===== src/hdl/plcm_pkg.sv =====
// Purpose: shared constants and types of the pll lock and clock measure block
// Assumes: byte addresses on a plain register port, 32-bit data
// Notes:   all offsets, fields and counts live here only
package plcm_pkg;
    localparam int unsigned AW = 32;
    localparam int unsigned DW = 32;

    localparam logic [AW-1:0] OFF_USB_CTRL = 32'hF001_4000;
    localparam logic [AW-1:0] OFF_AUD_A    = 32'hF001_4004;
    localparam logic [AW-1:0] OFF_AUD_B    = 32'hF001_4008;
    localparam logic [AW-1:0] OFF_INT_ST   = 32'hF001_400C;
    localparam logic [AW-1:0] OFF_INT_MASK = 32'hF001_4010;
    localparam logic [AW-1:0] OFF_WP_MODE  = 32'hF001_4014;
    localparam logic [AW-1:0] OFF_STATUS   = 32'hF001_4018;
    localparam logic [AW-1:0] OFF_MCFR     = 32'hF001_4024;

    // usb phy clock control fields
    localparam int unsigned USB_EN_BIT = 0;
    localparam int unsigned XSEL_LSB   = 4;
    localparam int unsigned LCNT_LSB   = 20;
    localparam int unsigned LCNT_W     = 12;
    // audio pll control a/b fields
    localparam int unsigned AUD_ON_BIT   = 0;
    localparam int unsigned AUD_RST_BIT  = 1;
    localparam int unsigned AUD_PIN_BIT  = 2;
    localparam int unsigned AUD_CORE_BIT = 3;
    localparam int unsigned ND_LSB       = 8;
    localparam int unsigned ND_W         = 7;
    localparam int unsigned QC_LSB       = 16;
    localparam int unsigned QC_W         = 8;
    localparam int unsigned FRAC_LSB     = 0;
    localparam int unsigned FRAC_W       = 22;
    localparam int unsigned PRE_LSB      = 24;
    localparam int unsigned POST_LSB     = 28;
    localparam int unsigned PD_W         = 4;
    // frequency measure register fields
    localparam int unsigned MF_W        = 16;
    localparam int unsigned MF_RDY_BIT  = 16;
    localparam int unsigned MF_RST_BIT  = 20;
    localparam int unsigned MF_COUNTER_SOURCE_SELECT_BIT = 24;
    // interrupt bits, write protect, status
    localparam int unsigned INT_LOCK_BIT = 0;
    localparam int unsigned INT_MEAS_BIT = 1;
    localparam int unsigned WP_EN_BIT    = 0;
    localparam int unsigned ST_LOCK_BIT  = 0;

    localparam logic [2:0] SLOW_DIV_LAST = 3'h7;
    localparam logic [3:0] MEAS_LAST     = 4'hF;
    localparam logic [5:0] MULT_12MHZ    = 6'h28;
    localparam logic [5:0] MULT_16MHZ    = 6'h1E;
    localparam logic [5:0] MULT_24MHZ    = 6'h14;

    typedef struct packed {
        logic [ND_W-1:0]   nd;
        logic [QC_W-1:0]   qc;
        logic [FRAC_W-1:0] frac;
        logic [PD_W-1:0]   pre;
        logic [PD_W-1:0]   post;
        logic              on;
        logic              rst_rel;
        logic              pin_en;
        logic              core_en;
    } plcm_aud_cfg_t;

    typedef enum logic [3:0] {
        S_IDLE  = 4'h1,
        S_ALIGN = 4'h2,
        S_COUNT = 4'h4,
        S_DONE  = 4'h8
    } plcm_meas_st_t;
endpackage


===== src/hdl/plcm_edge_sync.sv =====
// Purpose: two-flop synchroniser with registered rising-edge pulse
// Assumes: input toggles slower than half of clk_i
// Notes:   edge is taken from the second and third flops only
`timescale 1ns/1ps
module plcm_edge_sync (
    input  wire logic clk_i,
    input  wire logic rst_n_i,
    input  wire logic d_i,
    output logic      rise_o
);
    logic s1_r;
    logic s2_r;
    logic s3_r;
    logic rise_nxt;

    always_comb begin
        rise_nxt = s2_r & ~s3_r;
    end

    always_ff @(posedge clk_i or negedge rst_n_i) begin
        if (!rst_n_i) begin
            s1_r   <= 1'b0;
            s2_r   <= 1'b0;
            s3_r   <= 1'b0;
            rise_o <= 1'b0;
        end else begin
            s1_r   <= d_i;
            s2_r   <= s1_r;
            s3_r   <= s2_r;
            rise_o <= rise_nxt;
        end
    end
endmodule


===== src/hdl/plcm_top.sv =====
// Purpose: usb pll lock counter, audio pll dividers, main clock frequency meter
// Assumes: slow clock and oscillators arrive as pins far below 25 MHz
// Notes:   registers on a plain port, read data one cycle after the strobe
// Contract
// - setting usb pll enable clears locked flag and loads lock counter
// - lock counter decrements every eight slow clock periods, stops at zero
// - counter at zero sets locked flag, which can raise an interrupt
// - crystal select picks multiplier 40, 30 or 20 for 12, 16, 24 MHz
// - vco frequency is reference times integer plus one plus fraction/2^22
// - core output clock is vco divided by core post divider plus one
// - pin output clock is vco divided by pre times post divider
// - meter counts selected oscillator cycles over sixteen slow periods
// - valid flag low when invalid, oscillator off, or just restarted
// - writing one to restart bit restarts measuring, zero does nothing; the code also restarts on a write that changes source select
// - source select zero counts rc oscillator, one counts crystal
// - measure register writes ignored while write lock is enabled
//
// Decided for this implementation: strobed register access.
`timescale 1ns/1ps
module plcm_top (
    input  wire logic                    clk_i,
    input  wire logic                    rst_n_i,
    input  wire logic [plcm_pkg::AW-1:0] addr_i,
    input  wire logic [plcm_pkg::DW-1:0] wdata_i,
    input  wire logic                    wr_i,
    input  wire logic                    rd_i,
    input  wire logic                    slow_clk_i,
    input  wire logic                    rc_osc_i,
    input  wire logic                    xtal_osc_i,
    input  wire logic                    audio_vco_i,
    input  wire logic                    rc_osc_on_i,
    input  wire logic                    xtal_osc_on_i,
    output logic [plcm_pkg::DW-1:0]      rdata_o,
    output logic                         irq_o,
    output logic                         usb_pll_en_o,
    output logic [5:0]                   usb_pll_mult_o,
    output logic [plcm_pkg::ND_W:0]      audio_fb_int_o,
    output logic [plcm_pkg::FRAC_W-1:0]  audio_fb_frac_o,
    output logic                         audio_pll_run_o,
    output logic                         audio_core_clk_o,
    output logic                         audio_clock_pin_o
);
    import plcm_pkg::*;

    logic slow_rise, rc_rise, x_rise, vco_rise;

    plcm_edge_sync u_slow (.clk_i(clk_i), .rst_n_i(rst_n_i), .d_i(slow_clk_i),
                           .rise_o(slow_rise));
    plcm_edge_sync u_rc   (.clk_i(clk_i), .rst_n_i(rst_n_i), .d_i(rc_osc_i),
                           .rise_o(rc_rise));
    plcm_edge_sync u_x    (.clk_i(clk_i), .rst_n_i(rst_n_i), .d_i(xtal_osc_i),
                           .rise_o(x_rise));
    plcm_edge_sync u_vco  (.clk_i(clk_i), .rst_n_i(rst_n_i), .d_i(audio_vco_i),
                           .rise_o(vco_rise));

    // register state
    logic                usb_en_r, usb_en_nxt;
    logic [1:0]          xsel_r, xsel_nxt;
    logic [LCNT_W-1:0]   lval_r, lval_nxt;
    plcm_aud_cfg_t       cfg_r, cfg_nxt;
    logic [1:0]          ist_r, ist_nxt;
    logic [1:0]          imask_r, imask_nxt;
    logic                wp_r, wp_nxt;
    logic                counter_source_select_r, counter_source_select_nxt;
    logic [DW-1:0]       rdata_nxt;
    logic                irq_nxt;
    // lock counter state
    logic                locked_r, locked_nxt;
    logic                run_r, run_nxt;
    logic [LCNT_W-1:0]   lcnt_r, lcnt_nxt;
    logic [2:0]          pre_r, pre_nxt;
    // meter state
    plcm_meas_st_t       st_r, st_nxt;
    logic [MF_W-1:0]     mcnt_r, mcnt_nxt;
    logic [MF_W-1:0]     measured_cycle_count_r, measured_cycle_count_nxt;
    logic [3:0]          per_r, per_nxt;
    logic                rdy_r, rdy_nxt;
    // audio dividers and outputs
    logic [QC_W-1:0]     cc_r, cc_nxt;
    logic [2*PD_W-1:0]   pc_r, pc_nxt;
    logic [2*PD_W-1:0]   npin;
    logic [5:0]          mult_nxt;
    logic                core_nxt, pin_nxt;

    logic wr_usb, wr_mcfr, tick, lock_ev, meas_ev, restart, sel_on, osc_rise;

    assign wr_usb   = wr_i && (addr_i == OFF_USB_CTRL);
    assign wr_mcfr  = wr_i && (addr_i == OFF_MCFR) && !wp_r;
    assign tick     = run_r && slow_rise && (pre_r == SLOW_DIV_LAST);
    assign lock_ev  = tick && (lcnt_r == '0);
    assign sel_on   = counter_source_select_r ? xtal_osc_on_i : rc_osc_on_i;
    assign osc_rise = counter_source_select_r ? x_rise : rc_rise;
    // restart on one, source change restarts too
    assign restart  = wr_mcfr && (wdata_i[MF_RST_BIT] || (wdata_i[MF_COUNTER_SOURCE_SELECT_BIT] != counter_source_select_r));
    assign meas_ev  = (st_r == S_COUNT) && slow_rise && (per_r == MEAS_LAST);
    assign npin     = cfg_r.pre * cfg_r.post;

    // register file
    always_comb begin
        usb_en_nxt = usb_en_r;
        xsel_nxt   = xsel_r;
        lval_nxt   = lval_r;
        cfg_nxt    = cfg_r;
        imask_nxt  = imask_r;
        wp_nxt     = wp_r;
        counter_source_select_nxt   = counter_source_select_r;
        ist_nxt    = ist_r;
        rdata_nxt  = '0;
        if (wr_usb) begin
            usb_en_nxt = wdata_i[USB_EN_BIT];
            xsel_nxt   = wdata_i[XSEL_LSB +: 2];
            lval_nxt   = wdata_i[LCNT_LSB +: LCNT_W];
        end
        if (wr_i && addr_i == OFF_AUD_A) begin
            cfg_nxt.on      = wdata_i[AUD_ON_BIT];
            cfg_nxt.rst_rel = wdata_i[AUD_RST_BIT];
            cfg_nxt.pin_en  = wdata_i[AUD_PIN_BIT];
            cfg_nxt.core_en = wdata_i[AUD_CORE_BIT];
            cfg_nxt.nd      = wdata_i[ND_LSB +: ND_W];
            cfg_nxt.qc      = wdata_i[QC_LSB +: QC_W];
        end
        if (wr_i && addr_i == OFF_AUD_B) begin
            cfg_nxt.frac = wdata_i[FRAC_LSB +: FRAC_W];
            cfg_nxt.pre  = wdata_i[PRE_LSB +: PD_W];
            cfg_nxt.post = wdata_i[POST_LSB +: PD_W];
        end
        if (wr_i && addr_i == OFF_INT_MASK) imask_nxt = wdata_i[1:0];
        if (wr_i && addr_i == OFF_WP_MODE) wp_nxt = wdata_i[WP_EN_BIT];
        // write lock blocks the measure register
        if (wr_mcfr) counter_source_select_nxt = wdata_i[MF_COUNTER_SOURCE_SELECT_BIT];
        // clear first, so a same-cycle event wins
        if (wr_i && addr_i == OFF_INT_ST) ist_nxt = ist_r & ~wdata_i[1:0];
        if (lock_ev) ist_nxt[INT_LOCK_BIT] = 1'b1;
        if (meas_ev) ist_nxt[INT_MEAS_BIT] = 1'b1;
        if (rd_i) begin
            unique case (addr_i)
                OFF_USB_CTRL: begin
                    rdata_nxt[USB_EN_BIT]            = usb_en_r;
                    rdata_nxt[XSEL_LSB +: 2]         = xsel_r;
                    rdata_nxt[LCNT_LSB +: LCNT_W]    = lval_r;
                end
                OFF_AUD_A: begin
                    rdata_nxt[AUD_ON_BIT]       = cfg_r.on;
                    rdata_nxt[AUD_RST_BIT]      = cfg_r.rst_rel;
                    rdata_nxt[AUD_PIN_BIT]      = cfg_r.pin_en;
                    rdata_nxt[AUD_CORE_BIT]     = cfg_r.core_en;
                    rdata_nxt[ND_LSB +: ND_W]   = cfg_r.nd;
                    rdata_nxt[QC_LSB +: QC_W]   = cfg_r.qc;
                end
                OFF_AUD_B: begin
                    rdata_nxt[FRAC_LSB +: FRAC_W] = cfg_r.frac;
                    rdata_nxt[PRE_LSB +: PD_W]    = cfg_r.pre;
                    rdata_nxt[POST_LSB +: PD_W]   = cfg_r.post;
                end
                OFF_INT_ST:   rdata_nxt[1:0] = ist_r;
                OFF_INT_MASK: rdata_nxt[1:0] = imask_r;
                OFF_WP_MODE:  rdata_nxt[WP_EN_BIT] = wp_r;
                OFF_STATUS:   rdata_nxt[ST_LOCK_BIT] = locked_r;
                OFF_MCFR: begin
                    rdata_nxt[MF_W-1:0]   = measured_cycle_count_r;
                    rdata_nxt[MF_RDY_BIT] = rdy_r;
                    rdata_nxt[MF_COUNTER_SOURCE_SELECT_BIT] = counter_source_select_r;
                end
                default: rdata_nxt = '0;
            endcase
        end
        irq_nxt = |(ist_nxt & imask_nxt);
    end

    // usb pll lock counter
    always_comb begin
        locked_nxt = locked_r;
        run_nxt    = run_r;
        lcnt_nxt   = lcnt_r;
        pre_nxt    = pre_r;
        if (wr_usb && wdata_i[USB_EN_BIT] && !usb_en_r) begin
            locked_nxt = 1'b0;
            run_nxt    = 1'b1;
            lcnt_nxt   = wdata_i[LCNT_LSB +: LCNT_W];
            pre_nxt    = '0;
        end else if (!usb_en_r) begin
            locked_nxt = 1'b0;
            run_nxt    = 1'b0;
        end else if (run_r && slow_rise) begin
            pre_nxt = pre_r + 3'h1;
            if (tick) begin
                if (lcnt_r == '0) begin
                    locked_nxt = 1'b1;
                    run_nxt    = 1'b0;
                end else begin
                    lcnt_nxt = lcnt_r - 1'b1;
                end
            end
        end
        unique case (xsel_r)
            2'h0:    mult_nxt = MULT_12MHZ;
            2'h1:    mult_nxt = MULT_16MHZ;
            default: mult_nxt = MULT_24MHZ;
        endcase
    end

    // frequency meter
    always_comb begin
        st_nxt    = st_r;
        mcnt_nxt  = mcnt_r;
        measured_cycle_count_nxt = measured_cycle_count_r;
        per_nxt   = per_r;
        rdy_nxt   = rdy_r;
        if (!sel_on) begin
            // no valid count while oscillator is off
            st_nxt  = S_IDLE;
            rdy_nxt = 1'b0;
        end else if (restart) begin
            st_nxt  = S_ALIGN;
            rdy_nxt = 1'b0;
        end else begin
            unique case (st_r)
                S_IDLE:  st_nxt = S_ALIGN;
                // window starts on a slow edge so it is never partial
                S_ALIGN: if (slow_rise) begin
                    st_nxt   = S_COUNT;
                    mcnt_nxt = '0;
                    per_nxt  = '0;
                end
                S_COUNT: begin
                    if (osc_rise) mcnt_nxt = mcnt_r + 1'b1;
                    if (slow_rise) begin
                        per_nxt = per_r + 4'h1;
                        // valid only at full window end
                        if (per_r == MEAS_LAST) begin
                            measured_cycle_count_nxt = mcnt_r;
                            rdy_nxt   = 1'b1;
                            st_nxt    = S_DONE;
                        end
                    end
                end
                S_DONE:  st_nxt = S_DONE;
                default: st_nxt = S_IDLE;
            endcase
        end
    end

    // audio pll post dividers driven by the vco pin
    always_comb begin
        cc_nxt = cc_r;
        pc_nxt = pc_r;
        if (vco_rise) begin
            // divide by core post divider plus one
            cc_nxt = (cc_r >= cfg_r.qc) ? '0 : cc_r + 1'b1;
            pc_nxt = (pc_r + 1'b1 >= npin) ? '0 : pc_r + 1'b1;
        end
        core_nxt = cfg_r.on && cfg_r.rst_rel && cfg_r.core_en
                   && (cc_r <= (cfg_r.qc >> 1));
        pin_nxt  = cfg_r.on && cfg_r.rst_rel && cfg_r.pin_en && (npin != '0)
                   && (pc_r < (npin >> 1));
    end

    always_ff @(posedge clk_i or negedge rst_n_i) begin
        if (!rst_n_i) begin
            usb_en_r <= 1'b0;
            xsel_r   <= '0;
            lval_r   <= '0;
            cfg_r    <= '0;
            ist_r    <= '0;
            imask_r  <= '0;
            wp_r     <= 1'b0;
            counter_source_select_r   <= 1'b0;
            rdata_o  <= '0;
            irq_o    <= 1'b0;
            locked_r <= 1'b0;
            run_r    <= 1'b0;
            lcnt_r   <= '0;
            pre_r    <= '0;
            st_r     <= S_IDLE;
            mcnt_r   <= '0;
            measured_cycle_count_r  <= '0;
            per_r    <= '0;
            rdy_r    <= 1'b0;
            cc_r     <= '0;
            pc_r     <= '0;
            usb_pll_en_o      <= 1'b0;
            usb_pll_mult_o    <= MULT_12MHZ;
            audio_fb_int_o    <= '0;
            audio_fb_frac_o   <= '0;
            audio_pll_run_o   <= 1'b0;
            audio_core_clk_o  <= 1'b0;
            audio_clock_pin_o <= 1'b0;
        end else begin
            usb_en_r <= usb_en_nxt;
            xsel_r   <= xsel_nxt;
            lval_r   <= lval_nxt;
            cfg_r    <= cfg_nxt;
            ist_r    <= ist_nxt;
            imask_r  <= imask_nxt;
            wp_r     <= wp_nxt;
            counter_source_select_r   <= counter_source_select_nxt;
            rdata_o  <= rdata_nxt;
            irq_o    <= irq_nxt;
            locked_r <= locked_nxt;
            run_r    <= run_nxt;
            lcnt_r   <= lcnt_nxt;
            pre_r    <= pre_nxt;
            st_r     <= st_nxt;
            mcnt_r   <= mcnt_nxt;
            measured_cycle_count_r  <= measured_cycle_count_nxt;
            per_r    <= per_nxt;
            rdy_r    <= rdy_nxt;
            cc_r     <= cc_nxt;
            pc_r     <= pc_nxt;
            usb_pll_en_o   <= usb_en_r;
            usb_pll_mult_o <= mult_nxt;
            // feedback word: integer plus one, fraction over 2^22
            audio_fb_int_o    <= {1'b0, cfg_r.nd} + 1'b1;
            audio_fb_frac_o   <= cfg_r.frac;
            audio_pll_run_o   <= cfg_r.on && cfg_r.rst_rel;
            audio_core_clk_o  <= core_nxt;
            audio_clock_pin_o <= pin_nxt;
        end
    end
endmodule


===== config.mk =====
export PLATFORM = sky130hd
export DESIGN_NAME = plcm_top
export DESIGN_NICKNAME = d
export VERILOG_FILES = /design/src/hdl/plcm_pkg.sv /design/src/hdl/plcm_edge_sync.sv /design/src/hdl/plcm_top.sv
export SDC_FILE = /design/constraint.sdc
export NUM_CORES = 1
export LEC_CHECK = 0
export ABC_AREA = 1
export BUFFER_PORTS_ARGS = -buffer_cell sky130_fd_sc_hd__buf_2
export CORE_MARGIN = 5
export CORE_UTILIZATION = 55
export DETAILED_ROUTE_END_ITERATION = 16
export MAX_ROUTING_LAYER = met4
export PLACE_DENSITY = 0.76
export SYNTH_ARGS = -nofsm -noshare
export SYNTH_HDL_FRONTEND = slang
export SYNTH_SLANG_ARGS = --single-unit

===== constraint.sdc =====
create_clock -name clk_i -period 9.02 [get_ports clk_i]
set_input_delay 0 -clock clk_i [delete_from_list [all_inputs] [get_ports clk_i]]
set_output_delay 0 -clock clk_i [all_outputs]
set_load 0.01 [all_outputs]

# Word-level counts from Yosys, hierarchy flattened

Index checks and enable logic that the tools add are counted.

Add/sub/neg operators: 7
Multipliers: 1
Div/mod/pow operators: 0
Magnitude comparators: 4
Eq/ne operators: 29
Shifts and indexed selects: 0
Muxes and demuxes: 58
Bitwise logic cells: 12
Reductions and logical operators: 41

Operator list:

| cell                  | number |
|---|---|
| $eq 32x32->1 const B  | 8 |
| $mux 12               | 5 |
| $mux 16               | 2 |
| $mux 32               | 1 |
| $pmux 16 s2           | 1 |
| $mux 4                | 7 |
| $logic_and 1x1->1     | 22 |
| $pmux 7 s3            | 1 |
| $mux 1                | 19 |
| $pmux 2 s3            | 3 |
| $add 16x1->16 const B | 1 |
| $add 8x1->8 const B   | 2 |
| $ge 8x8->1            | 2 |
| $mux 8                | 2 |
| $pmux 4 s4            | 1 |
| $reduce_and 5->1      | 3 |
| $pmux 7 s2            | 1 |
| $logic_not 12->1      | 1 |
| $ne 4x3->1 const B    | 3 |
| $pmux 6 s2            | 1 |
| $sub 12x1->12 const B | 1 |
| $mux 3                | 3 |
| $ne 3x1->1 const B    | 3 |
| $ne 3x2->1 const B    | 3 |
| 36 further kinds      | 56 |

Flip-flop bits (word level): 233
Latch bits: 0
Bits in writable memories: 0
ROM bits: 0
Input port bits: 74
Output and inout bits: 73
Logic and storage cells: 204
Memories kept: 0

# Depth between registers and ports, before layout

Gate-level depths: netlist (run 1).

Depth in word-level cells: 6
Depth in mapped cells: 19
Depth with buffers taken out: 19

# Modules after synthesis

A second synthesis (run 1) with hierarchy kept.

Cells, all modules: 1317
Area, all modules: 11314.6 um2

By module, submodules not included:

| module         | times used | cells an instance | area each (um2) | seq. area each (um2) |
|---|---|---|---|---|
| plcm_top       | 1          | 1293              | 10874.2         | 5383.9 |
| plcm_edge_sync | 4          | 6                 | 110.1           | 100.1 |

# Worst setup path before layout (run 1)

No wires, ideal clock.

Path type: register -> register
Start: reg cfg_r[7] (netlist name)
End: reg pc_r[0]
Library setup time: 117 ps
Data arrival time: 3106 ps
Slack: 5797 ps
Cell stages (with the launch flop): 19
Buffers on the path: 0
Clock period less this slack: 3223 ps
Cells stage by stage: dfrtp_1 nand2_1 fa_1 inv_1 fa_1 inv_1 fa_1 xnor2_1 inv_1 ha_1 nand2_1 inv_1 nand2_1 nand2_1 nand2_1 nand2_1 nand2_1 nand2_1 nand2_1

Longest elaborated chain between the ends: 3

RTL lines:

| element                | line            | text |
|---|---|---|
| from (decl)            | plcm_top.sv:60  | `plcm_aud_cfg_t cfg_r, cfg_nxt;` |
| from (signal assigned) | plcm_top.sv:292 | `cfg_r <= cfg_nxt;` |
| $mul 4x4->8            | plcm_top.sv:96  | `assign npin = cfg_r.pre * cfg_r.post;` |
| $ge 8x8->1             | plcm_top.sv:250 | `pc_nxt = (pc_r + 1'b1 >= npin) ? '0 : pc_r + 1'b1;` |
| $mux 8                 | plcm_top.sv:250 |  |
| to (signal assigned)   | plcm_top.sv:309 | `pc_r <= pc_nxt;` |
| to (decl)              | plcm_top.sv:80  | `logic [2*PD_W-1:0] pc_r, pc_nxt;` |

No other way between the ends.
A chain may end at the register's enable or synchronous reset.

# Final worst setup path (run 1)

Same ends and word-level chain as after synthesis.

==> results of run 1 <==
[sequential cells by signal, indices dropped and copies added (netlist names), 2 cells and up]
signal / count
mcnt_r: 16
rdata_o: 32
pc_r: 8
ist_r: 2
usb_pll_mult_o: 4
st_r: 4
audio_fb_int_o: 8
audio_fb_frac_o: 22
xsel_r: 2
lcnt_r: 12
per_r: 4
measured_cycle_count_r: 16
imask_r: 2
lval_r: 12
cfg_r: 49
cc_r: 8
pre_r: 3
[final timing paths]
kind,endpoint,slack (ns),cells past startpoint
setup reg to reg,pc_r[0],5.50,16
hold reg to reg,u_vco.s2_r,0.35,0
max in group asynchronous,rdata_o[25],6.84,4
setup / recovery,pc_r[0],5.50,16
hold / removal,rdata_o[1],0.03,6
min in group asynchronous,audio_fb_frac_o[17],0.15,2
[cell families (layout without fill, tap and decap cells)]
kind of cell               Yosys count  in the layout  share of synthesized area, %
AOI/OAI and AO/OA                  176            176                          8.48
buffers and inverters              210            414                          7.88
muxes                                1              1                        0.0859
adders and majority gates           51             51                          5.73
and+or+nand+nor                    664            664                          25.7
other                                1              1                        0.0322
xor gates and xnor gates            32             32                          2.41
DFF                                231            231                          49.6
[power groups by stage]
| stage | logic [mW] | clock network [mW] | registers [mW] |
|---|---|---|---|
| after detailed placement | 0.262 | 0 | 1.12 |
| after CTS | 0.279 | 1.08 | 1.11 |
| final | 0.278 | 1.08 | 1.11 |
| after floorplan | 0.191 | 0 | 1.12 |
| after global routing | 0.319 | 1.13 | 1.11 |
| after global placement | 0.254 | 0 | 1.12 |
[cell usage after synthesis (15+ instances only)]
library cell  instances
nand3_1              80
nand4_1              36
dfrtp_1             228
ha_1                 47
nor3_1               22
o21ai_0              44
nand2_1             388
a21oi_1              45
inv_1               162
o21ai_1              55
xor2_1               24
o21ai_2              15
nor2_1               80
[worst max-delay path, stage by stage, from the launching register on]
cell	delay, ns
dfrtp_1	0.43
nand2_1	0.11
fa_1	0.55
inv_1	0.06
fa_1	0.49
ha_1	0.33
nand3_1	0.10
nand3_1	0.09
xnor2_1	0.27
ha_1	0.31
a21oi_1	0.17
nand2_1	0.07
nand2_1	0.05
nand2_1	0.06
nand2_1	0.20
nand2_1	0.10
nand2_1	0.07
[layout make-up]
cell class | instances | area [um^2]
fill | 1658 | 7100
sequential | 231 | 5780
multi-input combinational | 925 | 4950
timing repair buffer | 197 | 1250
clock buffer | 36 | 757
inverter | 173 | 652
tap | 275 | 344
clock inverter | 8 | 121
[through the flow]
step                area (um^2)  setup slack [ns]  hold WS, ns  std cells  total power, mW
finish                    13900              5.50       0.0297       1845             2.46
global route              13900              5.17       0.0458       1845             2.56
CTS                       13900              5.46       0.0161       1845             2.47
detailed placement        12500              5.50        0.111       1752             1.39
global placement          12500              5.60        0.109       1752             1.38
floorplan                 11700              5.80       -0.296       1366             1.31
[metal layers]
metal | part of all wire [%] | GRT usage [%]
met4 | 3.5 | 7.92
met2 | 48 | 39.3
met3 | 6.2 | 3.44
met1 | 42 | 32.7
met5 | 0 | -
[timing repair]
item                      in CTS  in global routing
hold endpoints to repair     207                  0
hold buffers                  49                  0
buffers inserted               0                  0
==> results.cfg, run 1 <==
[outcome]
status = complete, no violations

[layout]
final_nets = 1677
drive_gt1_share_pct = 17.4
final_cell_mix = nand2_1 (388), dfrtp_1 (228), inv_1 (162)
utilization_pct = 66.1
final_common_cell = nand2_1
syn_to_final_growth_pct = 18.9
diodes = 0

[grt]
grt.total_usage_pct = 24.6
grt_pass1_vias = 9547
grt_overflow_total = 0
grt_pass1_wl_um = 47600
grt_max_degree = 117
antenna_found_initial = 0

[clock_tree]
clock_path_buffers = 3
cts-root-buf = clkbuf_16
cts_tree = done
clk_latency_ns = 0.52
htreeDepth = 1
cts.sinks = 231
path_clk_slew_ns = 0.06
ctsResizeCount = 0
cts-buffers-inserted = 24

[logic_synthesis]
synth_area_leaders = dfrtp_1 (49%), nand2_1 (12%), inv_1 (5.2%)
synth_top_area_cell = dfrtp_1
synthArstFlopShare_pct = 100
syn_area_um2 = 11700
syn_nets = 1491
ys.flop_type = dfrtp_1
synthCells = 1366
avgSynthCellArea_um2 = 8.53
synth_edf_count = 0
ys_types = 51
synth_top_area_share_pct = 49.0
yosysSeqAreaShare_pct = 49.6
synth_seq_cells = 231
yosysWarnings = 0

[timing]
finClkSkew_ns = 0.00846
period_needed_ns = 3.52
finalCritPeriodShare_pct = 39.1
rsz0062_at_grt = false
slew_headroom_pct = 43.7
setup_viol = 0
finalHoldViolations = 0
tightestPinTransition_ns = 0.844
fin_tns_setup_ns = 0
fmax_mhz = 284
slew_viol_final = 0

[power]
sw_frac_of_total_pct = 24.6
internal_power_mw = 1.86
pwr-share-clk_pct = 43.8
peakVddDrop_uv = 131
p_comb_share_pct = 11.3
seq_power_share_pct = 44.9
p_switching_mw = 0.605
p_per_area_nw_per_um2 = 178
p_leak_nw = 7.17

[floorplanning]
start_util_pct = 55.6
fp-row-count = 53
chipWidth_um = 156
core_um2 = 21000
die_h_um = 156
ioPinCount = 147
dieArea_um2 = 24200

[route]
vias = 9870
viasPerCell = 5.35
wl_per_cell_um = 15.5
drc = 0
drtIter0Drc = 711
ant_nets = 0
routed_wl_um = 28700
firstDrtPassIters = 5

[placed_design]
port_buffers = 145
gp_congestion = 0.902
dp_hpwl_um = 19900

[setup_path]
critPathLaunch = cfg_r[7]
cp_max_fo = 7
cp-start-kind = register
r2r_start = cfg_r[7]
worstPathArrival_ns = 3.98
worst_setup_path_end_kind = register
crit_type = reg -> reg
cp.required_ns = 9.47

[run]
drv_cap = 0

[hold_path]
hp-start = addr_i[24]
hold_path.class = in -> reg
No activity file was read; power rests on OpenSTA's default activity.
==> run 2, diff against run 1 <==
--- a/config.mk
+++ b/config.mk
@@ -8,10 +8,10 @@
 export ABC_AREA = 1
 export BUFFER_PORTS_ARGS = -buffer_cell sky130_fd_sc_hd__buf_2
 export CORE_MARGIN = 5
-export CORE_UTILIZATION = 55
+export CORE_UTILIZATION = 53
 export DETAILED_ROUTE_END_ITERATION = 16
 export MAX_ROUTING_LAYER = met4
-export PLACE_DENSITY = 0.76
+export PLACE_DENSITY = 0.77
 export SYNTH_ARGS = -nofsm -noshare
 export SYNTH_HDL_FRONTEND = slang
 export SYNTH_SLANG_ARGS = --single-unit
==> constraint.sdc (replaced) <==
create_clock -name clk_i -period 3 [get_ports clk_i]
set_input_delay 0 -clock clk_i [delete_from_list [all_inputs] [get_ports clk_i]]
set_output_delay 0 -clock clk_i [all_outputs]
set_load 0.01 [all_outputs]
==> results.cfg, run 2 (synthesized netlist as in run 1, its figures left out) <==
[outcome]
violations = setup timing
status = finished with violations

[floorplanning]
die_h_um = 158
dieArea_um2 = 25100
ioPinCount = 147
core_um2 = 21800
start_util_pct = 53.6
fp-row-count = 54
chipWidth_um = 158

[layout]
multiInputGateArea_um2 = 5090
regMostFlops = cfg_r
drive_gt1_share_pct = 19.8
largest_register_ffs = 49
utilization_pct = 64.9
reg_top3 = cfg_r (49), rdata_o (32), audio_fb_frac_o (22)
final_cell_mix = nand2_1 (373), dfrtp_1 (228), inv_1 (159)
final_common_cell = nand2_1
final_cells = 1869
final_nets = 1697
design_area_um2 = 14100
fillers = 1753
ff_latch_area_um2 = 5780
syn_to_final_growth_pct = 21.2

[route]
ant_nets = 0
vias = 9876
viasPerCell = 5.28
routed_wl_um = 28700
wl_per_cell_um = 15.3
firstDrtPassIters = 5
drtIter0Drc = 665
drc = 0

[grt]
grt.total_usage_pct = 23.8
antenna_found_initial = 1
grt_max_degree = 93
grt_pass1_vias = 9685
grt_overflow_total = 0
grt_pass1_wl_um = 47400

[clock_tree]
htreeDepth = 1
cts_tree = done
cts-buffers-inserted = 25
cts-root-buf = clkbuf_16
path_clk_slew_ns = 0.06
cts.sinks = 231
clock_path_buffers = 3
clk_latency_ns = 0.53

[timing]
slew_viol_final = 0
setup_viol = 9
slew_headroom_pct = 53.2
tightestPinTransition_ns = 0.701
setup_slack_ns = -0.150
finClkSkew_ns = 0.00912
finalCritPeriodShare_pct = 105
finalHoldViolations = 0
period_needed_ns = 3.15
rsz0062_at_grt = true
fmax_mhz = 317

[setup_path]
cp.required_ns = 3.41
worstPathArrival_ns = 3.56
cp_max_fo = 7
cp-start-kind = register
worst_setup_path_end_kind = register
crit_type = reg -> reg

[power]
p_leak_nw = 7.28
design_power_total_mw = 7.31
peakVddDrop_uv = 363
p_per_area_nw_per_um2 = 517

[placed_design]
port_buffers = 145
place_inst = 1773
gp_congestion = 0.906
post_dp_cell_area_um2 = 12600
dp_hpwl_um = 20100

[hold_path]
hold_path.class = in -> reg

[run]
drv_cap = 0
## run 2: changes by cell type in the layout (fill, tap and decap cells not counted), moves of 2 or more
cell	change
a21oi_1	-2
a21oi_2	+2
buf_4	+15
clkbuf_1	+4
clkbuf_8	-4
dlygate4sd3_1	+2
ha_1	-3
ha_4	+3
inv_1	-3
inv_2	+3
nand2_1	-15
nand2_2	+13
xnor2_1	-3
xnor2_2	+3
## run 2: metrics by stage
step	hold WS, ns	setup WS, ns	setup TNS [ns]
after global placement	0.0520	-0.0855	-0.693
final	0.0787	-0.150	-1.26
after CTS	0.0647	-0.158	-1.33
after floorplan	-0.296	-0.0211	-0.156
after global routing	0.108	-0.364	-3.06
after detailed placement	0.0525	-0.172	-1.46
## run 2: worst paths after layout
check                           from                       to  slack, ns  cells past startpoint
hold / removal             addr_i[9]  counter_source_select_r       0.08                      8
hold reg to reg            u_rc.s1_r                u_rc.s2_r       0.34                      0
setup reg to reg            cfg_r[9]                  pc_r[6]      -0.15                     18
min in group asynchronous    rst_n_i              rdata_o[18]       0.09                      2
max in group asynchronous    rst_n_i      audio_fb_frac_o[12]       2.00                      3
setup / recovery            cfg_r[9]                  pc_r[6]      -0.15                     18
## run 2: layer usage
layer	share of wire (%)	GRT usage (%)	vias to the layer above
met5	0	-	-
met4	3.8	8.16	0
met3	6.1	3.89	81
met2	47	38.0	317
met1	43	31.3	4675
li1	-	-	4803
## run 2: area by class of cell
cell class                 count  share of cell area, %
timing repair buffer         216                   10.0
clock inverter                 7                  0.850
clock buffer                  36                   5.08
multi-input combinational    925                   36.0
inverter                     173                   4.61
tap                          280                   2.48
sequential                   231                   40.9
antenna                        1                 0.0177
## run 2: worst max-delay path, stage by stage (launching register included)
cell,delay (ns)
dfrtp_1,0.39
nand2_2,0.07
fa_1,0.51
inv_1,0.05
fa_1,0.51
inv_2,0.05
fa_2,0.37
xnor2_2,0.20
inv_2,0.09
ha_4,0.27
nand2_2,0.04
inv_2,0.04
nand2_2,0.05
nand2_2,0.06
nand2_2,0.06
nand2_4,0.09
nand2_8,0.08
nand2_2,0.08
nand2_2,0.04
## run 2: timing repair
item,4_1_cts,5_1_grt
cloned,0,0
buffers inserted,1,0
pin swaps,6,4
hold endpoints to repair,182,0
hold buffers,51,0
endpoints found under the setup margin,9,9
gates resized for setup,7,22
## run 2: where the power goes
| group | switching [mW] | total [mW] | internal (mW) |
|---|---|---|---|
| sequential | 0.103 | 3.33 | 3.22 |
| clock | 1.23 | 3.15 | 1.91 |
| combinational | 0.473 | 0.838 | 0.365 |
==> run 3, diff against run 2 <==
--- a/config.mk
+++ b/config.mk
@@ -5,13 +5,12 @@
 export SDC_FILE = /design/constraint.sdc
 export NUM_CORES = 1
 export LEC_CHECK = 0
-export ABC_AREA = 1
 export BUFFER_PORTS_ARGS = -buffer_cell sky130_fd_sc_hd__buf_2
 export CORE_MARGIN = 5
-export CORE_UTILIZATION = 53
+export CORE_UTILIZATION = 52
 export DETAILED_ROUTE_END_ITERATION = 16
 export MAX_ROUTING_LAYER = met4
-export PLACE_DENSITY = 0.77
+export PLACE_DENSITY = 0.76
 export SYNTH_ARGS = -nofsm -noshare
 export SYNTH_HDL_FRONTEND = slang
 export SYNTH_SLANG_ARGS = --single-unit
==> results.cfg, run 3 <==
[power]
pwr-share-clk_pct = 47.1
peakVddDrop_uv = 466
p_switching_mw = 1.39
seq_power_share_pct = 48.7
design_power_total_mw = 6.48
p_per_area_nw_per_um2 = 480
p_comb_share_pct = 4.2
internal_power_mw = 5.09
sw_frac_of_total_pct = 21.5
p_leak_nw = 6.66

[timing]
slew_viol_final = 0
tightestPinTransition_ns = 0.779
setup_viol = 9
rsz0062_at_grt = true
slew_headroom_pct = 48.1
finClkSkew_ns = 0.00980
setup_slack_ns = -0.975
finalCritPeriodShare_pct = 133
period_needed_ns = 3.98
finalHoldViolations = 0
fmax_mhz = 252

[logic_synthesis]
synth.most_common_cell = dfrtp_1
synth_seq_cells = 231
yosysWarnings = 0
synth_top_area_cell = dfrtp_1
synth_area_leaders = dfrtp_1 (53%), mux2_2 (9.0%), ha_1 (5.5%)
avgSynthCellArea_um2 = 11.4
yosysSeqAreaShare_pct = 53.9
syn_nets = 1063
synth_edf_count = 0
syn_area_um2 = 10700
synth_common_cells = dfrtp_1 (228), mux2_2 (86), nor2_1 (66)
ys.flop_type = dfrtp_1
synthArstFlopShare_pct = 100
synthCells = 938
ys_types = 71
synth_top_area_share_pct = 53.2

[placed_design]
dp_hpwl_um = 18100
port_buffers = 145
place_inst = 1365
gp_congestion = 0.866

[setup_path]
critical_path.slowest_cell = fa_1
critPathBufInv = 1
worstPathArrival_ns = 4.41
crit_type = reg -> reg
crit_family = adder cells
worst_setup_path_end_kind = register
cp_slowest_stage_delay_ns = 0.56
cp_max_fo = 8
cp.required_ns = 3.44
cp-start-kind = register
crit_chain = nand2_2 -> fa_1 -> inv_2 -> fa_1 -> ha_1 -> a211oi_2 -> nor2_1 -> xnor2_1 -> ha_1 -> a21o_1 -> a221o_1 -> a31oi_2 -> maj3_2 -> nand3_1 -> o21ai_1

[clock_tree]
path_clk_slew_ns = 0.06
cts-buffers-inserted = 25
cts.sinks = 231
cts-root-buf = clkbuf_16
clk_latency_ns = 0.51
htreeDepth = 1
clock_path_buffers = 3
cts_tree = done

[layout]
drive_gt1_share_pct = 30.4
reg_top3 = cfg_r (49), rdata_o (32), audio_fb_frac_o (22)
final_cell_mix = dfrtp_1 (228), buf_2 (144), mux2_2 (86)
diodes = 0
largest_register_ffs = 49
fillers = 1503
final_common_cell = dfrtp_1
final_cells = 1464
regMostFlops = cfg_r
final_nets = 1301
syn_to_final_growth_pct = 25.8

[floorplanning]
core_um2 = 20300
ioPinCount = 147
die_h_um = 154
start_util_pct = 52.9
dieArea_um2 = 23600
fp-row-count = 52
chipWidth_um = 154

[route]
wl_per_cell_um = 18.2
viasPerCell = 5.65
ant_nets = 0
routed_wl_um = 26600
drc = 0
firstDrtPassIters = 7
vias = 8275
drtIter0Drc = 615

[outcome]
violations = setup timing
status = finished with violations

[run]
drv_cap = 0

[grt]
grt_overflow_total = 0
grt.total_usage_pct = 22.9
grt_pass1_wl_um = 43700
grt_pass1_vias = 8444
grt_max_degree = 107
antenna_found_initial = 0

[hold_path]
hold_path.class = in -> reg
## run 3: power groups by stage
stage	clock, mW	sequential (mW)	combinational, mW
2_1_floorplan	0	3.20	0.0744
3_3_place_gp	0	3.21	0.219
3_5_place_dp	0	3.21	0.223
4_1_cts	3.10	3.15	0.275
5_1_grt	3.23	3.16	0.303
6_report	3.05	3.15	0.275
## run 3: area by class of cell
class | instances | area [um^2] | area share [%]
multi-input cells | 631 | 4740 | 35.1
well taps | 270 | 338 | 2.50
flip-flops and latches | 231 | 5780 | 42.8
repair buffers | 249 | 1670 | 12.4
clock inverters | 5 | 55.1 | 0.408
clock buffers | 40 | 772 | 5.72
inverters | 38 | 143 | 1.06
## run 3: cell families (layout without fill, tap and decap cells)
logic type / count (synthesis) / in the layout / synth area share, %
multiplexers: 94 / 94 / 9.77
adder cells (fa/ha/maj): 52 / 52 / 6.32
AND/OR/NAND/NOR: 291 / 291 / 14.6
other: 1 / 1 / 0.0349
XOR/XNOR: 24 / 24 / 1.96
buffers and inverters: 76 / 332 / 2.87
flip-flops: 231 / 231 / 53.9
AO/OA/AOI/OAI: 169 / 169 / 10.5
## run 3: path summary, 6_finish.rpt
path                                      to        start  depth (start not counted)  slack, ns
setup / recovery                     pc_r[4]    cfg_r[10]                         15      -0.98
hold / removal                    rdata_o[1]   addr_i[27]                          4       0.03
setup reg to reg                     pc_r[4]    cfg_r[10]                         15      -0.98
hold reg to reg                  u_slow.s2_r  u_slow.s1_r                          0       0.35
max in group asynchronous  usb_pll_mult_o[5]      rst_n_i                          3       1.96
min in group asynchronous          cfg_r[27]      rst_n_i                          2       0.12
## run 3: per-layer routing
metal | global-route usage [%] | routed length [um] | vias to the layer above | share of wire [%]
li1 | - | - | 3856 | -
met1 | 30.1 | 11400 | 4114 | 43
met2 | 38.1 | 13300 | 253 | 50
met3 | 3.12 | 1320 | 52 | 5.0
met4 | 5.76 | 613 | 0 | 2.3
met5 | - | 0 | - | 0
## run 3: worst register-to-register path, cell delays in order, from the launching register on
cell      delay, ns
dfrtp_1        0.39
nand2_2        0.07
fa_1           0.56
inv_2          0.04
fa_1           0.46
ha_1           0.31
a211oi_2       0.26
nor2_1         0.09
xnor2_1        0.20
ha_1           0.28
a21o_1         0.17
a221o_1        0.32
a31oi_2        0.19
maj3_2         0.35
nand3_1        0.11
o21ai_1        0.09
## run 3: what timing repair did
item,4_1_cts,5_1_grt
endpoints found under the setup margin,9,11
pin swaps,11,4
buffers inserted,2,3
hold endpoints to repair,194,0
hold buffers,50,0
resized for setup,14,8
## run 3: metrics by stage
| step | hold slack [ns] | area [um^2] | setup WS (ns) | TNS [ns] | utilization, % |
|---|---|---|---|---|---|
| 2_1_floorplan | -0.296 | 10800 | -0.699 | -5.59 | - |
| 3_3_place_gp | 0.107 | 12100 | -0.787 | -6.52 | 59.5 |
| 3_5_place_dp | 0.102 | 12100 | -0.985 | -7.97 | 59.5 |
| 4_1_cts | 0.00489 | 13500 | -0.903 | -7.53 | 66.3 |
| 5_1_grt | 0.0398 | 13500 | -1.16 | -9.60 | 66.5 |
| 6_report | 0.0345 | 13500 | -0.975 | -8.00 | 66.5 |
